<file path="config.mk">
export PLATFORM = sky130hd
export DESIGN_NAME = slm_lock_mute
export DESIGN_NICKNAME = d
export VERILOG_FILES = /design/src/slm_pkg.sv /design/src/slm_ramp_if.sv /design/src/slm_ramp.sv /design/src/slm_lock_mute.sv
export SDC_FILE = /design/constraint.sdc
export NUM_CORES = 1
export LEC_CHECK = 0
export ABC_AREA = 1
export BUFFER_PORTS_ARGS = -buffer_cell sky130_fd_sc_hd__buf_2
export CAP_MARGIN = 0
export CORE_AREA = 8 8 221 223
export CTS_BUF_LIST = sky130_fd_sc_hd__clkbuf_4
export DETAILED_ROUTE_END_ITERATION = 10
export DIE_AREA = 0 0 229 231
export PLACE_DENSITY = 0.7
export SYNTH_ARGS = -nofsm -noshare
export SYNTH_HDL_FRONTEND = slang
export SYNTH_SLANG_ARGS = --single-unit
export TNS_END_PERCENT = 20
</file>
<file path="constraint.sdc">
create_clock -name core_clk -period 8.42 [get_ports core_clk]
set_clock_uncertainty 0.2 [all_clocks]
set_input_delay 1.263 -clock core_clk [delete_from_list [all_inputs] [get_ports core_clk]]
set_output_delay 1.263 -clock core_clk [all_outputs]
set_load 0.02 [all_outputs]
</file>
<file path="src/slm_pkg.sv">
package slm_pkg;
	// Register indices; byte address is four times the index
	localparam logic [17:0] IDX_G0_LOCK_MUTE = 18'h0e101;
	localparam logic [17:0] IDX_G0_RAMP_OFF  = 18'h0e103;
	localparam logic [17:0] IDX_G1_LOCK_MUTE = 18'h0e141;
	localparam logic [17:0] IDX_G1_RAMP_OFF  = 18'h0e143;
	localparam logic [17:0] IDX_INT_STATUS   = 18'h0e180;
	localparam logic [17:0] IDX_INT_MASK     = 18'h0e181;
	localparam int          ADDR_W           = 20;
	// Field positions
	localparam int          MUTE_LSB         = 0;
	localparam int          LOCK_LSB         = 8;
	localparam int          RAMP_OFF_BIT     = 0;
	localparam int          LOSS_LSB         = 0;
	localparam int          GAIN_LSB         = 8;
	// Reset values
	localparam logic [3:0]  MUTE_RST         = 4'h0;
	localparam logic [7:0]  LOCK_RST         = 8'h00;
	localparam logic [1:0]  RAMP_OFF_RST     = 2'h0;
	localparam logic [15:0] INT_RST          = 16'h0000;
	// Gain ramp: 256 steps from silence to unity
	localparam int          GAIN_W           = 9;
	localparam logic [8:0]  GAIN_UNITY       = 9'h100;
	localparam logic [8:0]  GAIN_ZERO        = 9'h000;
	localparam int          CLK_PERIOD_NS    = 20;
	localparam int          RAMP_STEP_NS     = 20000;
	localparam int          RAMP_STEP_CYC    = (RAMP_STEP_NS / CLK_PERIOD_NS < 1) ? 1 : RAMP_STEP_NS / CLK_PERIOD_NS;
	localparam int          SAMPLE_W         = 24;
	localparam logic [1:0]  RESP_OKAY        = 2'h0;
	localparam logic [1:0]  RESP_SLVERR      = 2'h2;
	typedef enum logic [1:0] {
		RAMP_HOLD = 2'b00,
		RAMP_DOWN = 2'b01,
		RAMP_UP   = 2'b10
	} slm_ramp_state_type;
endpackage : slm_pkg

</file>
<file path="src/slm_ramp_if.sv">
`timescale 1ns/100ps
`default_nettype none
interface slm_ramp_if;
	logic                           tick;
	logic                           muteReq;
	logic                           abrupt;
	logic [slm_pkg::GAIN_W-1:0]     gain;
	modport ctl  (output tick, output muteReq, output abrupt, input gain);
	modport ramp (input tick, input muteReq, input abrupt, output gain);
endinterface : slm_ramp_if
`default_nettype wire

</file>
<file path="src/slm_ramp.sv">
`timescale 1ns/100ps
`default_nettype none
module slm_ramp (
	input  wire logic  core_clk,
	input  wire logic  rst_b,
	slm_ramp_if.ramp   rif
);
	logic [slm_pkg::GAIN_W-1:0]     gain_q;
	logic [slm_pkg::GAIN_W-1:0]     gain_d;
	slm_pkg::slm_ramp_state_type    dir;
	wire                            atZero  = (gain_q == slm_pkg::GAIN_ZERO);
	wire                            atUnity = (gain_q == slm_pkg::GAIN_UNITY);

	always_comb begin
		if (rif.muteReq && !atZero)
			dir = slm_pkg::RAMP_DOWN;
		else if (!rif.muteReq && !atUnity)
			dir = slm_pkg::RAMP_UP;
		else
			dir = slm_pkg::RAMP_HOLD;
	end

	always_comb begin
		gain_d = gain_q;
		if (rif.abrupt) begin
			gain_d = rif.muteReq ? slm_pkg::GAIN_ZERO : slm_pkg::GAIN_UNITY;
		end else if (rif.tick) begin
			case (dir)
				slm_pkg::RAMP_DOWN: gain_d = gain_q - 9'h001;
				slm_pkg::RAMP_UP:   gain_d = gain_q + 9'h001;
				slm_pkg::RAMP_HOLD: gain_d = gain_q;
				default:            gain_d = gain_q;
			endcase
		end
	end

	// Starts silent: no converter is locked out of reset
	always_ff @(posedge core_clk) begin
		if (!rst_b)
			gain_q <= slm_pkg::GAIN_ZERO;
		else
			gain_q <= gain_d;
	end

	assign rif.gain = gain_q;
endmodule : slm_ramp
`default_nettype wire

</file>
<file path="src/slm_lock_mute.sv">
`timescale 1ns/100ps
`default_nettype none
module slm_lock_mute #(
	parameter bit HAS_CONVERTERS = 1'b1
) (
	input  wire logic                          core_clk,
	input  wire logic                          rst_b,
	// AXI4-Lite slave
	input  wire logic [slm_pkg::ADDR_W-1:0]    s_axi_awaddr,
	input  wire logic                          s_axi_awvalid,
	output logic                               s_axi_awready,
	input  wire logic [31:0]                   s_axi_wdata,
	input  wire logic [3:0]                    s_axi_wstrb,
	input  wire logic                          s_axi_wvalid,
	output logic                               s_axi_wready,
	output logic [1:0]                         s_axi_bresp,
	output logic                               s_axi_bvalid,
	input  wire logic                          s_axi_bready,
	input  wire logic [slm_pkg::ADDR_W-1:0]    s_axi_araddr,
	input  wire logic                          s_axi_arvalid,
	output logic                               s_axi_arready,
	output logic [31:0]                        s_axi_rdata,
	output logic [1:0]                         s_axi_rresp,
	output logic                               s_axi_rvalid,
	input  wire logic                          s_axi_rready,
	// Converter lock indications, one per stereo converter
	input  wire logic [7:0]                    convLocked,
	// Time-multiplexed converter output stream
	input  wire logic [slm_pkg::SAMPLE_W-1:0]  inSample,
	input  wire logic [2:0]                    inConv,
	input  wire logic                          inRight,
	input  wire logic                          inValid,
	output logic [slm_pkg::SAMPLE_W-1:0]       outSample,
	output logic [2:0]                         outConv,
	output logic                               outRight,
	output logic                               outValid,
	output logic                               irq
);
	function automatic logic regHit(input logic [slm_pkg::ADDR_W-1:0] addr, input logic [17:0] idx);
		regHit = (addr[slm_pkg::ADDR_W-1:2] == idx) && (addr[1:0] == 2'b00);
	endfunction : regHit

	logic [3:0]                        muteG0_q;
	logic [3:0]                        muteG1_q;
	logic [1:0]                        rampOff_q;
	logic [7:0]                        lock_q;
	logic [15:0]                       intStat_q;
	logic [15:0]                       intMask_q;
	logic [15:0]                       intStat_d;
	logic                              awHeld_q;
	logic                              wHeld_q;
	logic [slm_pkg::ADDR_W-1:0]        awAddr_q;
	logic [31:0]                       wData_q;
	logic [3:0]                        wStrb_q;
	logic [15:0]                       tickCnt_q;
	logic                              tick_q;
	logic [slm_pkg::GAIN_W-1:0]        gainAll [8];

	// Write channel
	wire awTaken   = s_axi_awvalid && s_axi_awready;
	wire wTaken    = s_axi_wvalid && s_axi_wready;
	wire awHave    = awHeld_q || awTaken;
	wire wHave     = wHeld_q || wTaken;
	wire doWrite   = awHave && wHave && !s_axi_bvalid;
	wire [slm_pkg::ADDR_W-1:0] wAddr = awHeld_q ? awAddr_q : s_axi_awaddr;
	wire [31:0]    wData   = wHeld_q ? wData_q : s_axi_wdata;
	wire [3:0]     wStrb   = wHeld_q ? wStrb_q : s_axi_wstrb;
	wire           loLane  = wStrb[0];
	wire           hiLane  = wStrb[1];
	wire           wrG0Lm  = doWrite && regHit(wAddr, slm_pkg::IDX_G0_LOCK_MUTE);
	wire           wrG0Ro  = doWrite && regHit(wAddr, slm_pkg::IDX_G0_RAMP_OFF);
	wire           wrG1Lm  = doWrite && regHit(wAddr, slm_pkg::IDX_G1_LOCK_MUTE);
	wire           wrG1Ro  = doWrite && regHit(wAddr, slm_pkg::IDX_G1_RAMP_OFF);
	wire           wrStat  = doWrite && regHit(wAddr, slm_pkg::IDX_INT_STATUS);
	wire           wrMask  = doWrite && regHit(wAddr, slm_pkg::IDX_INT_MASK);
	wire           wrAny   = wrG0Lm || wrG0Ro || wrG1Lm || wrG1Ro || wrStat || wrMask;
	// Without converters the mute and ramp bits do not store at all
	wire           convWr  = HAS_CONVERTERS && loLane;

	// Read channel
	wire arTaken   = s_axi_arvalid && s_axi_arready;
	wire rdG0Lm    = regHit(s_axi_araddr, slm_pkg::IDX_G0_LOCK_MUTE);
	wire rdG0Ro    = regHit(s_axi_araddr, slm_pkg::IDX_G0_RAMP_OFF);
	wire rdG1Lm    = regHit(s_axi_araddr, slm_pkg::IDX_G1_LOCK_MUTE);
	wire rdG1Ro    = regHit(s_axi_araddr, slm_pkg::IDX_G1_RAMP_OFF);
	wire rdStat    = regHit(s_axi_araddr, slm_pkg::IDX_INT_STATUS);
	wire rdMask    = regHit(s_axi_araddr, slm_pkg::IDX_INT_MASK);
	wire rdAny     = rdG0Lm || rdG0Ro || rdG1Lm || rdG1Ro || rdStat || rdMask;
	wire [15:0]    g0Word  = {4'h0, lock_q[3:0], 4'h0, muteG0_q};
	wire [15:0]    g1Word  = {4'h0, lock_q[7:4], 4'h0, muteG1_q};
	wire [15:0]    rdWord  = rdG0Lm ? g0Word :
	                         rdG1Lm ? g1Word :
	                         rdG0Ro ? {15'h0000, rampOff_q[0]} :
	                         rdG1Ro ? {15'h0000, rampOff_q[1]} :
	                         rdStat ? intStat_q :
	                         rdMask ? intMask_q : 16'h0000;

	// Lock supervision and interrupt events
	wire [7:0]     lockNow  = HAS_CONVERTERS ? convLocked : 8'h00;
	wire [7:0]     lossEvt  = lock_q & ~lockNow;
	wire [7:0]     gainEvt  = ~lock_q & lockNow;
	wire [15:0]    evtAll   = {gainEvt, lossEvt};
	wire [15:0]    clrBits  = wrStat ? {(hiLane ? wData[15:8] : 8'h00), (loLane ? wData[7:0] : 8'h00)} : 16'h0000;

	always_comb begin
		// New events win over a simultaneous write-one-to-clear
		intStat_d = (intStat_q & ~clrBits) | evtAll;
	end

	always_ff @(posedge core_clk) begin
		if (!rst_b) begin
			awHeld_q      <= 1'b0;
			wHeld_q       <= 1'b0;
			s_axi_awready <= 1'b0;
			s_axi_wready  <= 1'b0;
			s_axi_bvalid  <= 1'b0;
			s_axi_bresp   <= slm_pkg::RESP_OKAY;
		end else begin
			awHeld_q      <= awHave && !doWrite;
			wHeld_q       <= wHave && !doWrite;
			// Readies stay low while an answer is due, so a taken pair always gets its answer next edge
			s_axi_awready <= !awHave && !(s_axi_bvalid && !s_axi_bready);
			s_axi_wready  <= !wHave && !(s_axi_bvalid && !s_axi_bready);
			if (doWrite) begin
				s_axi_bvalid <= 1'b1;
				s_axi_bresp  <= wrAny ? slm_pkg::RESP_OKAY : slm_pkg::RESP_SLVERR;
			end else if (s_axi_bready) begin
				s_axi_bvalid <= 1'b0;
			end
		end
	end

	always_ff @(posedge core_clk) begin
		if (awTaken)
			awAddr_q <= s_axi_awaddr;
		if (wTaken) begin
			wData_q <= s_axi_wdata;
			wStrb_q <= s_axi_wstrb;
		end
	end

	always_ff @(posedge core_clk) begin
		if (!rst_b) begin
			s_axi_arready <= 1'b0;
			s_axi_rvalid  <= 1'b0;
			s_axi_rdata   <= 32'h00000000;
			s_axi_rresp   <= slm_pkg::RESP_OKAY;
		end else if (arTaken) begin
			s_axi_arready <= 1'b0;
			s_axi_rvalid  <= 1'b1;
			s_axi_rdata   <= {16'h0000, rdWord};
			s_axi_rresp   <= rdAny ? slm_pkg::RESP_OKAY : slm_pkg::RESP_SLVERR;
		end else if (s_axi_rvalid && s_axi_rready) begin
			s_axi_rvalid  <= 1'b0;
			s_axi_arready <= 1'b1;
		end else begin
			s_axi_arready <= !s_axi_rvalid;
		end
	end

	// Control registers; mute and ramp bits take the low lane only, the interrupt mask takes both lanes
	always_ff @(posedge core_clk) begin
		if (!rst_b) begin
			muteG0_q  <= slm_pkg::MUTE_RST;
			muteG1_q  <= slm_pkg::MUTE_RST;
			rampOff_q <= slm_pkg::RAMP_OFF_RST;
			intMask_q <= slm_pkg::INT_RST;
			intStat_q <= slm_pkg::INT_RST;
			lock_q    <= slm_pkg::LOCK_RST;
			irq       <= 1'b0;
		end else begin
			if (wrG0Lm && convWr)
				muteG0_q <= wData[3:0];
			if (wrG1Lm && convWr)
				muteG1_q <= wData[3:0];
			if (wrG0Ro && convWr)
				rampOff_q[0] <= wData[slm_pkg::RAMP_OFF_BIT];
			if (wrG1Ro && convWr)
				rampOff_q[1] <= wData[slm_pkg::RAMP_OFF_BIT];
			if (wrMask && loLane)
				intMask_q[7:0] <= wData[7:0];
			if (wrMask && hiLane)
				intMask_q[15:8] <= wData[15:8];
			intStat_q <= intStat_d;
			lock_q    <= lockNow;
			irq       <= |(intStat_d & intMask_q);
		end
	end

	// Ramp step enable divider
	always_ff @(posedge core_clk) begin
		if (!rst_b) begin
			tickCnt_q <= 16'h0000;
			tick_q    <= 1'b0;
		end else if (tickCnt_q == 16'(slm_pkg::RAMP_STEP_CYC - 1)) begin
			tickCnt_q <= 16'h0000;
			tick_q    <= 1'b1;
		end else begin
			tickCnt_q <= tickCnt_q + 16'h0001;
			tick_q    <= 1'b0;
		end
	end

	// One gain ramp per converter
	for (genvar n = 0; n < 8; n++) begin : gConv
		slm_ramp_if rif ();
		wire grp    = (n >= 4);
		wire swMute = grp ? muteG1_q[n%4] : muteG0_q[n%4];
		wire rOff   = rampOff_q[grp];
		assign rif.tick    = tick_q;
		// Soft mutes are dropped while the group's ramp is disabled
		assign rif.muteReq = HAS_CONVERTERS && (!lock_q[n] || (swMute && !rOff));
		assign rif.abrupt  = HAS_CONVERTERS ? rOff : 1'b1;
		assign gainAll[n]  = rif.gain;
		slm_ramp uRamp (
			.core_clk (core_clk),
			.rst_b    (rst_b),
			.rif      (rif)
		);
	end

	// Gain applied to the stream; unity is an exact pass-through
	wire [slm_pkg::GAIN_W-1:0] selGain = gainAll[inConv];
	wire signed [33:0]         prod    = $signed(inSample) * $signed({1'b0, selGain});

	always_ff @(posedge core_clk) begin
		if (!rst_b) begin
			outSample <= '0;
			outConv   <= 3'h0;
			outRight  <= 1'b0;
			outValid  <= 1'b0;
		end else begin
			outSample <= prod[slm_pkg::GAIN_LSB +: slm_pkg::SAMPLE_W];
			outConv   <= inConv;
			outRight  <= inRight;
			outValid  <= inValid;
		end
	end
endmodule : slm_lock_mute
`default_nettype wire

</file>
Yosys cells after proc, flatten, opt, wreduce, memory -nomap -nowiden
Cells that the tools add are included.
{"block": "op_classes", "n_eq_ne": 37, "n_bitwise": 10, "multipliers": 1, "reduce_logical": 153, "order_cmp": 1, "addsub": 17, "mux": 71}
{"op": "9-bit two-way mux", "n": 26}
{"op": "18-bit by 16-bit equality test with 1-bit output, second input constant", "n": 12}
{"op": "9-bit case mux with 2 select lines", "n": 8}
{"op": "16-bit two-way mux", "n": 8}
{"op": "9-bit by 1-bit adder with 9-bit output, second input constant", "n": 8}
{"op": "9-bit equality test, second input constant", "n": 8}
{"op": "9-bit logical NOT", "n": 8}
{"op": "9-bit by 1-bit subtractor with 9-bit output, second input constant", "n": 8}
{"op": "1-bit logical AND", "n": 59}
{"op": "1-bit logical NOT", "n": 41}
{"op": "2-bit two-way mux", "n": 19}
{"op": "16-bit bitwise AND", "n": 2}
{"op": "24-bit by 10-bit multiplier with 32-bit output", "n": 1}
{"op": "9-bit binary-select mux with 3-bit select", "n": 1}
{"op": "3-bit nonzero test", "n": 8}
{"op": "1-bit logical OR", "n": 20}
{"op": "20-bit two-way mux", "n": 1}
{"op": "16-bit by 1-bit adder with 16-bit output, second input constant", "n": 1}
{"op": "8-bit bitwise AND", "n": 2}
{"op": "16-bit by 10-bit equality test with 1-bit output, second input constant", "n": 1}
{"op": "2-bit by 1-bit equality test with 1-bit output, second input constant", "n": 8}
{"op": "2-bit equality test, second input constant", "n": 8}
{"op": "8-bit two-way mux", "n": 2}
{"op": "16-bit NOT", "n": 1}
{"op": "11 further kinds", "n": 29}
{"block": "word_totals", "elab_cells": 326, "register_bits": 234, "output_inout_bits": 71, "inputBits": 120}

Logic depth before layout (Yosys ltp)
Gate-level depths: netlist of the first run.
{"block": "logic_depth", "ltp_word": 11, "mapped_depth": 35, "depth_no_buf": 31}

By module
A second synthesis of the first run with hierarchy kept.
{"block": "unflattened", "cells_unflattened": 2897, "area_unflattened_um2": 20955.1}
{"mod": "slm_lock_mute", "seq_area_each_um2": 3583.4, "cells_per_inst": 1953, "n_inst": 1, "area_per_inst_um2": 14849.2}
{"mod": "slm_ramp", "seq_area_each_um2": 180.2, "cells_per_inst": 118, "n_inst": 8, "area_per_inst_um2": 763.2}

Worst setup path before layout of the first run
No wires, ideal clock.
{"block": "synth_path", "path_type": "input -> register", "startpoint": "input port inConv[0]", "endpoint": "register outSample[9] (netlist name)", "setup_ns": 0.113, "stages": 35, "path_slack_ns": 1.588, "t_arrival_ns": 6.519, "t_required_ns": 8.107, "path_cell_list": "buf_4 > buf_6 > buf_4 > buf_2 > a21oi_1 > o21ai_0 > nand3_1 > nand2_1 > inv_2 > buf_2 > nand2_1 > fa_1 > inv_1 > fa_1 > inv_1 > fa_1 > inv_1 > fa_1 > inv_1 > fa_1 > inv_1 > ha_1 > nand2_1 > nor2_1 > inv_1 > o21ai_0 > inv_1 > nand2_1 > inv_1 > o21ai_2 > nand2_1 > nand2_1 > nand2_1 > nand2_1 > nor2_1"}
{"block": "synth_via", "elab_chain_len": 5}
{"item": "start: declaration", "line_no": "slm_lock_mute.sv:30", "rtl": "input wire logic [2:0] inConv,"}
{"item": "3-bit NOT with 4-bit output (implied by the code)", "line_no": "slm_lock_mute.sv:223", "rtl": "wire [slm_pkg::GAIN_W-1:0] selGain = gainAll[inConv];"}
{"item": "9-bit binary-select mux with 3-bit select", "line_no": "slm_lock_mute.sv:223"}
{"item": "9-bit two-way mux (implied by the code) (2 in series)", "line_no": "slm_lock_mute.sv:223"}
{"item": "24-bit by 10-bit multiplier with 32-bit output", "line_no": "slm_lock_mute.sv:224", "rtl": "wire signed [33:0] prod = $signed(inSample) * $signed({1'b0, selGain});"}
{"item": "end signal: assignment", "line_no": "slm_lock_mute.sv:233", "rtl": "outSample <= prod[slm_pkg::GAIN_LSB +: slm_pkg::SAMPLE_W];"}
{"item": "end: declaration", "line_no": "slm_lock_mute.sv:33", "rtl": "output logic [slm_pkg::SAMPLE_W-1:0] outSample,"}
Every way passes these cells. The select of a mux whose other input is x is not followed.
A chain may end at the register's enable or synchronous reset.

Worst setup path after layout of the first run
{"block": "layout_path", "startpoint": "input port inConv[0]", "endpoint": "register outSample[21] (netlist name)"}
Same word-level chain as after synthesis.

==> impl_metrics.yaml, run 1 <==
run_status:
  status: "finished clean"
worst_setup_path:
  path_max_fanout: 30
  max_stage_delay_ns: 0.72
  reg2reg_depth: 30
  critical_path_required_ns: 8.84
  end_kind: "flip-flop"
  startpoint_type: "input pin"
  crit_type: "input pin to flip-flop"
  slowest_stage: "inv_1"
  cp.arrival_ns: 7.65
  cp_common_cell: "inv_1"
detailed_routing:
  dr.pass1.iters: 5
  drt_iter0_markers: 1195
  vias_per_cell: 5.279
  drcViolationCount: 0
  wl_per_cell_um: 15.82
  ant_nets: 0
  routed_wl_um: 56480
  route.vias.total: 18853
power:
  p_per_area_nw_per_um2: 255.5
  power.share.combinational: 0.589
  p_int_w: 0.003036
  power_w: 0.005787
  switching_share: 0.4754
  power.switching_w: 0.002751
  pwr-share-seq: 0.215
  ir_drop_uv: 177.6
  p_leak_nw: 10.96
  power.share.clock: 0.196
cts:
  cts_tree: "done"
  clk_path_buf_depth: 3
  cts_buffers: 67
  cts.reportedPaths.clkPinSlew_ns: 0.06
  htreeDepth: 3
  cts_setup_buffers: 0
  cts_resized: 0
  cts_hold_buf: 0
  clock_latency_ns: 0.74
  root_buffer: "clkbuf_4"
  cts.sinks: 232
layout:
  final_common_cell: "nand2_1"
  finalInstanceArea_um2: 22650
  fill_cells: 4430
  area_delta_synth_final_pct: 10.42
  layout_common_cells: "nand2_1 (550), inv_1 (402), nor2_1 (325)"
  drive_gt1_frac: 0.1320
  post-route-util: 0.5024
  fin_nets: 3341
global_route:
  grt_first_pass_wirelength_um: 93150
  grt_max_degree: 73
  grt_pass1_vias: 19015
  grt.overflow.total: 0
  grtUsageTotal: 0.2105
  antenna_found_initial: 3
sta:
  worst_pin_slew_ns: 1.134
  max-slew-margin-rel: 0.2415
  rsz0062_at_grt: "false"
  finalMaxSlewViolations: 0
  setup_viol: 0
  fin_crit_sh: 0.8585
  final-hold-violation-count: 0
  max_freq_ghz: 0.1383
  min_period_ns: 7.229
  worst_slack_ns: 1.191
  tns_ns: 0
min_path:
  hp-class: "flip-flop to flip-flop"
  hold_depth: 2
die:
  initial_utilization: 0.4550
  placementRows: 78
  die_h_um: 231
  io_pins: 191
  fp.coreArea_um2: 45090
  fp.dieW_um: 229
  die-area_um2: 52900
synthesis:
  synth_area_leader_cell: "dfxtp_1"
  synthCells: 2748
  synth_edf_count: 38
  synth_cell_types: 62
  syn_area_per_cell_um2: 7.466
  syn-cell-area_um2: 20520
  synthArstFlopShare: 0
  yosysSeqAreaShare: 0.2449
  synth.area.top_cells: "dfxtp_1 (19%), fa_1 (17%), nand2_1 (10%), ha_1 (7.5%), inv_1 (7.4%)"
  synth_ff_type: "dfxtp_1"
  synthDominantCellAreaShare: 0.1893
  yosysWarningCount: 0
  synth_seq_cells: 232
job:
  max_cap_violations: 0
place:
  place.detailed.hpwl_um: 44090
  gp_congestion: 0.9482
  place_area_um2: 21750
  io_buffers: 154
  post-place-ws_ns: 0.5957
-- layer usage --
layer,up-vias,wire length (µm),share of wire,track usage
li1,9156,-,-,-
met1,8895,23770,0.42,0.2616
met2,661,26560,0.47,0.3492
met3,137,4093,0.072,0.04587
met4,4,2042,0.036,0.09245
met5,-,19,0.00034,0
-- synthesized netlist by cell type, drive strengths merged, types with 20 or more instances --
master and number:
o211ai 20, ha 123, o21ai 151, nand4 25, fa 178, nand3 129, edfxtp 38, clkbuf 40
nor2 349, or2 39, a21oi 264, inv 409, buf 52, nand2 561, nor3 37, dfxtp 194
xor2 33
-- worst max-delay path: cells and delay by family --
family | cells | cell delay, ns
buf+inv | 11 | 1.57
simple gates | 12 | 1.48
fa+ha+maj | 6 | 2.97
compound gates | 2 | 0.36
-- cells by family after synthesis --
| family | share of synthesized area |
|---|---|
| flip-flops | 0.2449 |
| XOR/XNOR | 0.02214 |
| multiplexers | 0.008416 |
| other | 0.0001828 |
| buffers and inverters | 0.1011 |
| AND/OR/NAND/NOR | 0.2428 |
| AO/OA/AOI/OAI | 0.1317 |
| adder cells (fa/ha/maj) | 0.2487 |
-- sequential cells by signal, indices dropped and copies added (netlist names), 2 cells and up --
name,flops
intStat_q,16
awAddr_q,20
rampOff_q,2
lock_q,8
gConv.uRamp.rif.gain,72
muteG1_q,4
intMask_q,16
muteG0_q,4
wStrb_q,2
tickCnt_q,16
s_axi_rdata,16
wData_q,16
outSample,24
outConv,3
-- metrics by stage --
stage	hold slack, ns	cells
floorplan	0.2176	2765
global placement	0.2304	3451
detailed placement	0.2458	3451
CTS	0.2575	3569
global route	0.2715	3570
finish	0.2552	3571
-- layout make-up --
cell class / count / area [µm²] / share of cell area
multi-input cells: 2030 / 13480 / 0.5951
flip-flops and latches: 232 / 5025 / 0.2218
inverters: 411 / 1545 / 0.06821
repair buffers: 178 / 950.9 / 0.04198
well taps: 600 / 750.7 / 0.03314
clock buffers: 97 / 728.2 / 0.03214
clock inverters: 21 / 168.9 / 0.007456
diodes: 2 / 5.005 / 0.0002209
-- power by group through the flow --
stage                     sequential [W]  clock [W]  combinational (W)
after floorplan                  0.00132          0            0.00243
after global placement           0.00127          0            0.00333
after detailed placement         0.00127          0            0.00338
after CTS                        0.00124    0.00118            0.00341
after global routing             0.00125    0.00124            0.00391
final                            0.00125    0.00114            0.00341
-- final timing paths --
check / slack, ns / from / to
worst min-delay path: 0.26 / s_axi_rdata[5]$_SDFFE_PN0P_ / s_axi_rdata[5]$_SDFFE_PN0P_
worst max-delay path: 1.19 / inConv[0] / outSample[21]$_SDFF_PN0_
worst max register to register: 1.68 / gConv[2].uRamp.rif.gain[1]$_SDFFE_PN0P_ / outSample[21]$_SDFF_PN0_
worst min register to register: 0.26 / s_axi_rdata[5]$_SDFFE_PN0P_ / s_axi_rdata[5]$_SDFFE_PN0P_
No activity file was read; power rests on OpenSTA's default activity.
==> run 2, diff against run 1 <==
BUFFER_PORTS_ARGS = unset   (was -buffer_cell sky130_fd_sc_hd__buf_2)
DONT_BUFFER_PORTS = 1   (was unset)
PLACE_DENSITY = unset   (was 0.7)
PLACE_DENSITY_LB_ADDON = 0.1   (was unset)
==> impl_metrics.yaml, run 2 (synthesis results as in run 1) <==
sta:
  max_freq_ghz: 0.1412
  worst_slack_ns: 1.336
  hold_slack_ns: 0.2469
  tns_ns: 0
  min_period_ns: 7.084
  finalMaxSlewViolations: 0
  rsz0062_at_grt: "false"
  final-hold-violation-count: 0
  fin_crit_sh: 0.8414
  worst_pin_slew_ns: 1.190
  setup_viol: 0
  max-slew-margin-rel: 0.2012
layout:
  area_delta_synth_final_pct: 6.135
  post-route-util: 0.4829
  layout_common_cells: "nand2_1 (550), inv_1 (402), nor2_1 (325)"
  final_common_cell: "nand2_1"
  drive_gt1_frac: 0.08048
  largest_register_ffs: 72
  fin_nets: 3183
place:
  post-place-ws_ns: 0.6642
  gp_congestion: 0.9322
  place.detailed.hpwl_um: 46000
  io_buffers: 0
power:
  ir_drop_uv: 165.2
  p_leak_nw: 10.22
  p_per_area_nw_per_um2: 259.6
cts:
  cts_resized: 0
  clock_latency_ns: 0.80
  cts_tree: "done"
  cts.reportedPaths.clkPinSlew_ns: 0.06
  cts.sinks: 232
  cts_hold_buf: 0
  clk_path_buf_depth: 3
  htreeDepth: 3
  root_buffer: "clkbuf_4"
  cts_setup_buffers: 0
  cts_buffers: 71
detailed_routing:
  dr.pass1.iters: 5
  vias_per_cell: 5.294
  drcViolationCount: 0
  route.vias.total: 18048
  drt_iter0_markers: 1209
  ant_nets: 0
  wl_per_cell_um: 17.26
  routed_wl_um: 58830
die:
  fp.dieW_um: 229
  placementRows: 78
  fp.coreArea_um2: 45090
  initial_utilization: 0.4550
  die_h_um: 231
  io_pins: 191
  die-area_um2: 52900
global_route:
  grt.overflow.total: 0
  grt_first_pass_wirelength_um: 94820
  grtUsageTotal: 0.2207
  grt_max_degree: 92
  grt_pass1_vias: 17921
  antenna_found_initial: 2
min_path:
  hp-class: "flip-flop to flip-flop"
worst_setup_path:
  cp_common_cell: "inv_1"
  cp.arrival_ns: 7.56
  end_kind: "flip-flop"
  crit_type: "input pin to flip-flop"
  path_max_fanout: 21
  slowest_stage: "fa_1"
  critical_path_required_ns: 8.90
  max_stage_delay_ns: 0.54
  startpoint_type: "input pin"
job:
  max_cap_violations: 0
run_status:
  status: "finished clean"
==> run 2: cell type report <==
class / count / area, µm²
multi-input cells: 2030 / 13480
repair buffers: 16 / 120.1
inverters: 411 / 1545
fillers: 4603 / 23310
clock buffers: 92 / 690.7
flip-flops and latches: 232 / 5025
well taps: 600 / 750.7
clock inverters: 27 / 160.2
diodes: 1 / 2.502
==> run 2: power by group <==
group	switching [W]	internal, W
clock	0.000542	0.000545
sequential	0.0000997	0.00122
combinational	0.00213	0.00112
==> run 2: stage by stage <==
step | instances | power [W] | area, µm²
2_1_floorplan | 2765 | 0.003759 | 20580
3_3_place_gp | 3289 | 0.004567 | 20920
3_5_place_dp | 3289 | 0.004574 | 20920
4_1_cts | 3408 | 0.005713 | 21770
5_1_grt | 3409 | 0.006253 | 21770
6_report | 3409 | 0.005653 | 21770
==> run 2: final timing paths <==
kind | from | to | slack, ns | depth (start not counted)
max reg2reg | gConv[5].uRamp.rif.gain[1]$_SDFFE_PN0P_ | outSample[21]$_SDFF_PN0_ | 1.74 | 30
min reg2reg | tickCnt_q[0]$_SDFF_PP0_ | tickCnt_q[0]$_SDFF_PP0_ | 0.25 | 1
max | inConv[1] | outSample[21]$_SDFF_PN0_ | 1.34 | 30
min | tickCnt_q[0]$_SDFF_PP0_ | tickCnt_q[0]$_SDFF_PP0_ | 0.25 | 1
==> run 2: critical path: cells and delay by family <==
| kind | cells | cell delay [ns] |
|---|---|---|
| AO/OA/AOI/OAI | 7 | 1.22 |
| adder cells (fa/ha/maj) | 6 | 2.88 |
| buffers and inverters | 10 | 1.32 |
| AND/OR/NAND/NOR | 7 | 0.89 |
==> run 2: metal layers <==
metal	global-route usage	vias to the layer above	wire length, µm	part of all wire
met4	0.07830	0	1380	0.023
li1	-	8852	-	-
met5	0	-	0	0
met1	0.2894	8600	26280	0.45
met2	0.3612	503	27530	0.47
met3	0.04170	93	3647	0.062
==> run 3, diff against run 2 <==
ABC_AREA = 0   (was 1)
CORE_AREA = 8 8 216 218   (was 8 8 221 223)
DIE_AREA = 0 0 224 226   (was 0 0 229 231)
clock period = 6.6 ns   (was 8.42 ns; I/O delays follow)
==> impl_metrics.yaml, run 3 <==
sta:
  worst_pin_slew_ns: 1.022
  max-slew-margin-rel: 0.3186
  tns_ns: 0
  setup_viol: 0
  final-hold-violation-count: 0
  fin_crit_sh: 0.9570
  worst_slack_ns: 0.2837
  finalMaxSlewViolations: 0
  min_period_ns: 6.316
  rsz0062_at_grt: "false"
  max_freq_ghz: 0.1583
worst_setup_path:
  reg2reg_depth: 20
  cp_common_cell: "fa_1"
  crit_type: "flip-flop to flip-flop"
  critical_path_required_ns: 7.06
  slowest_stage: "mux4_2"
  startpoint_type: "flip-flop"
  path_max_fanout: 15
  path_cells: "mux4_2 > mux2i_4 > buf_6 > nand2b_1 > fa_1 > fa_1 > inv_1 > fa_1 > fa_1 > fa_1 > ha_1 > a211o_1 > a21oi_1 > o21ai_1 > a41oi_2 > o31ai_4 > a21oi_2 > o21ai_2 > a311oi_2 > mux2i_1"
  max_stage_delay_ns: 0.56
  ff2ff_setup_slack_ns: 0.28
  end_kind: "flip-flop"
  worstReg2RegEnd: "outSample[22]$_SDFF_PN0_"
  cp.arrival_ns: 6.78
  timing.rr.start: "gConv[3].uRamp.rif.gain[4]$_SDFFE_PN0P_"
cts:
  htreeDepth: 3
  cts.sinks: 232
  cts.reportedPaths.clkPinSlew_ns: 0.06
  clock_latency_ns: 0.79
  clk_path_buf_depth: 3
  cts_tree: "done"
  root_buffer: "clkbuf_4"
  cts_buffers: 69
global_route:
  grt_max_degree: 126
  grt_pass1_vias: 15884
  antenna_found_initial: 4
  grtUsageTotal: 0.2047
  grt.overflow.total: 0
  grt_first_pass_wirelength_um: 83770
synthesis:
  synthArstFlopShare: 0
  ys_top_cells_by_count: "inv_1 (273), dfxtp_1 (194), nand2_1 (183)"
  synth_area_leader_cell: "dfxtp_1"
  synthDominantCellAreaShare: 0.1978
  yosysSeqAreaShare: 0.2560
  syn_area_per_cell_um2: 8.851
  syn-cell-area_um2: 19630
  synth_seq_cells: 232
  yosysWarningCount: 0
  yosysMostFrequentCell: "inv_1"
  synthCells: 2218
  synth_ff_type: "dfxtp_1"
  synth_edf_count: 38
  synth_cell_types: 75
  synth.area.top_cells: "dfxtp_1 (20%), fa_1 (18%), ha_1 (7.8%), edfxtp_1 (5.8%), inv_1 (5.2%)"
place:
  post-place-ws_ns: -0.5164
  io_buffers: 0
  place.detailed.hpwl_um: 38890
  gp_congestion: 0.8515
  dp_cells: 2837
min_path:
  hp-class: "input pin to flip-flop"
  hold_start: "s_axi_wdata[3]"
  hold_end: "wData_q[3]$_DFFE_PP_"
  hold_depth: 0
die:
  die_h_um: 226
  io_pins: 191
  fp.dieW_um: 224
  initial_utilization: 0.4518
  die-area_um2: 50620
  placementRows: 77
  fp.coreArea_um2: 43450
layout:
  fin_nets: 2744
  stdcell_count: 2966
  final_common_cell: "inv_1"
  layout_common_cells: "inv_1 (272), dfxtp_1 (190), nand2_1 (182)"
  drive_gt1_frac: 0.1244
  area_delta_synth_final_pct: 11.92
  largest_register_ffs: 72
detailed_routing:
  ant_nets: 0
  dr.pass1.iters: 4
  drt_iter0_markers: 838
  wl_per_cell_um: 17.24
  vias_per_cell: 5.299
  drcViolationCount: 0
  routed_wl_um: 51140
  route.vias.total: 15716
job:
  max_cap_violations: 0
run_status:
  status: "finished clean"
power:
  power_w: 0.003294
  ir_drop_uv: 197.0
  p_per_area_nw_per_um2: 149.9
  p_leak_nw: 10.25
-- run 3: worst max-delay path, delay by kind of cell (launching register included) --
kind | cells | cell delay, ns
AND/OR/NAND/NOR | 1 | 0.15
adder cells (fa/ha/maj) | 6 | 2.58
AO/OA/AOI/OAI | 8 | 1.59
buffers and inverters | 2 | 0.28
flip-flops | 1 | 0.36
multiplexers | 3 | 1.05
-- run 3: report_power, final --
group,switching (W),internal [W],total [W]
Combinational,0.000177,0.000142,0.000319
Sequential,0.0000378,0.00148,0.00151
Clock,0.000681,0.000781,0.00146
-- run 3: worst max-delay path by stage --
| stage | end | slack (ns) | start |
|---|---|---|---|
| after floorplan | outSample[20]$_SDFF_PN0_ | -0.16 | inConv[0] |
| after detailed placement | outSample[23]$_SDFF_PN0_ | -0.52 | inConv[0] |
| after global routing | outSample[22]$_SDFF_PN0_ | 0.009 | gConv[1].uRamp.rif.gain[1]$_SDFFE_PN0P_ |
| final | outSample[22]$_SDFF_PN0_ | 0.28 | gConv[3].uRamp.rif.gain[4]$_SDFFE_PN0P_ |
| after global placement | outSample[23]$_SDFF_PN0_ | -0.38 | inConv[0] |
| after CTS | outSample[23]$_SDFF_PN0_ | 0.08 | gConv[2].uRamp.rif.gain[1]$_SDFFE_PN0P_ |
-- run 3: cells by family after synthesis --
group	synth area share
DFF	0.2560
buffers and inverters	0.07508
other	0.0001910
and+or+nand+nor	0.1969
muxes	0.06507
AOI/OAI and AO/OA	0.1183
xor gates and xnor gates	0.02855
adders and majority gates	0.2599
-- run 3: stage by stage --
stage / instance area, µm² / hold WS [ns] / util
after global routing: 21970 / 0.03017 / 0.5057
after global placement: 20970 / 0.2383 / 0.4826
after floorplan: 19910 / 0.2176 / -
after detailed placement: 20970 / 0.2491 / 0.4826
after CTS: 21940 / 0.0009368 / 0.5049
final: 21970 / 0.09434 / 0.5057
-- run 3: repair_timing --
| action | CTS | global route |
|---|---|---|
| hold buffers | 6 | 0 |
| gates resized for setup | 0 | 8 |
| endpoints found under the setup margin | 0 | 15 |
| hold endpoints to repair | 6 | 0 |
| buffers inserted | 0 | 0 |
-- run 3: per-layer routing --
metal | part of all wire | GRT usage
met2 | 0.48 | 0.3447
met3 | 0.052 | 0.04298
met4 | 0.024 | 0.06924
met5 | 0.00029 | 0
met1 | 0.44 | 0.2593
-- run 3: layout make-up --
type,count,area (µm²)
clock inverter,20,156.4
fill,4137,21480
clock buffer,100,750.7
sequential,232,5030
timing repair buffer,117,925.9
inverter,274,1031
multi-input combinational,1629,13330
tap,592,740.7
antenna,2,5.005
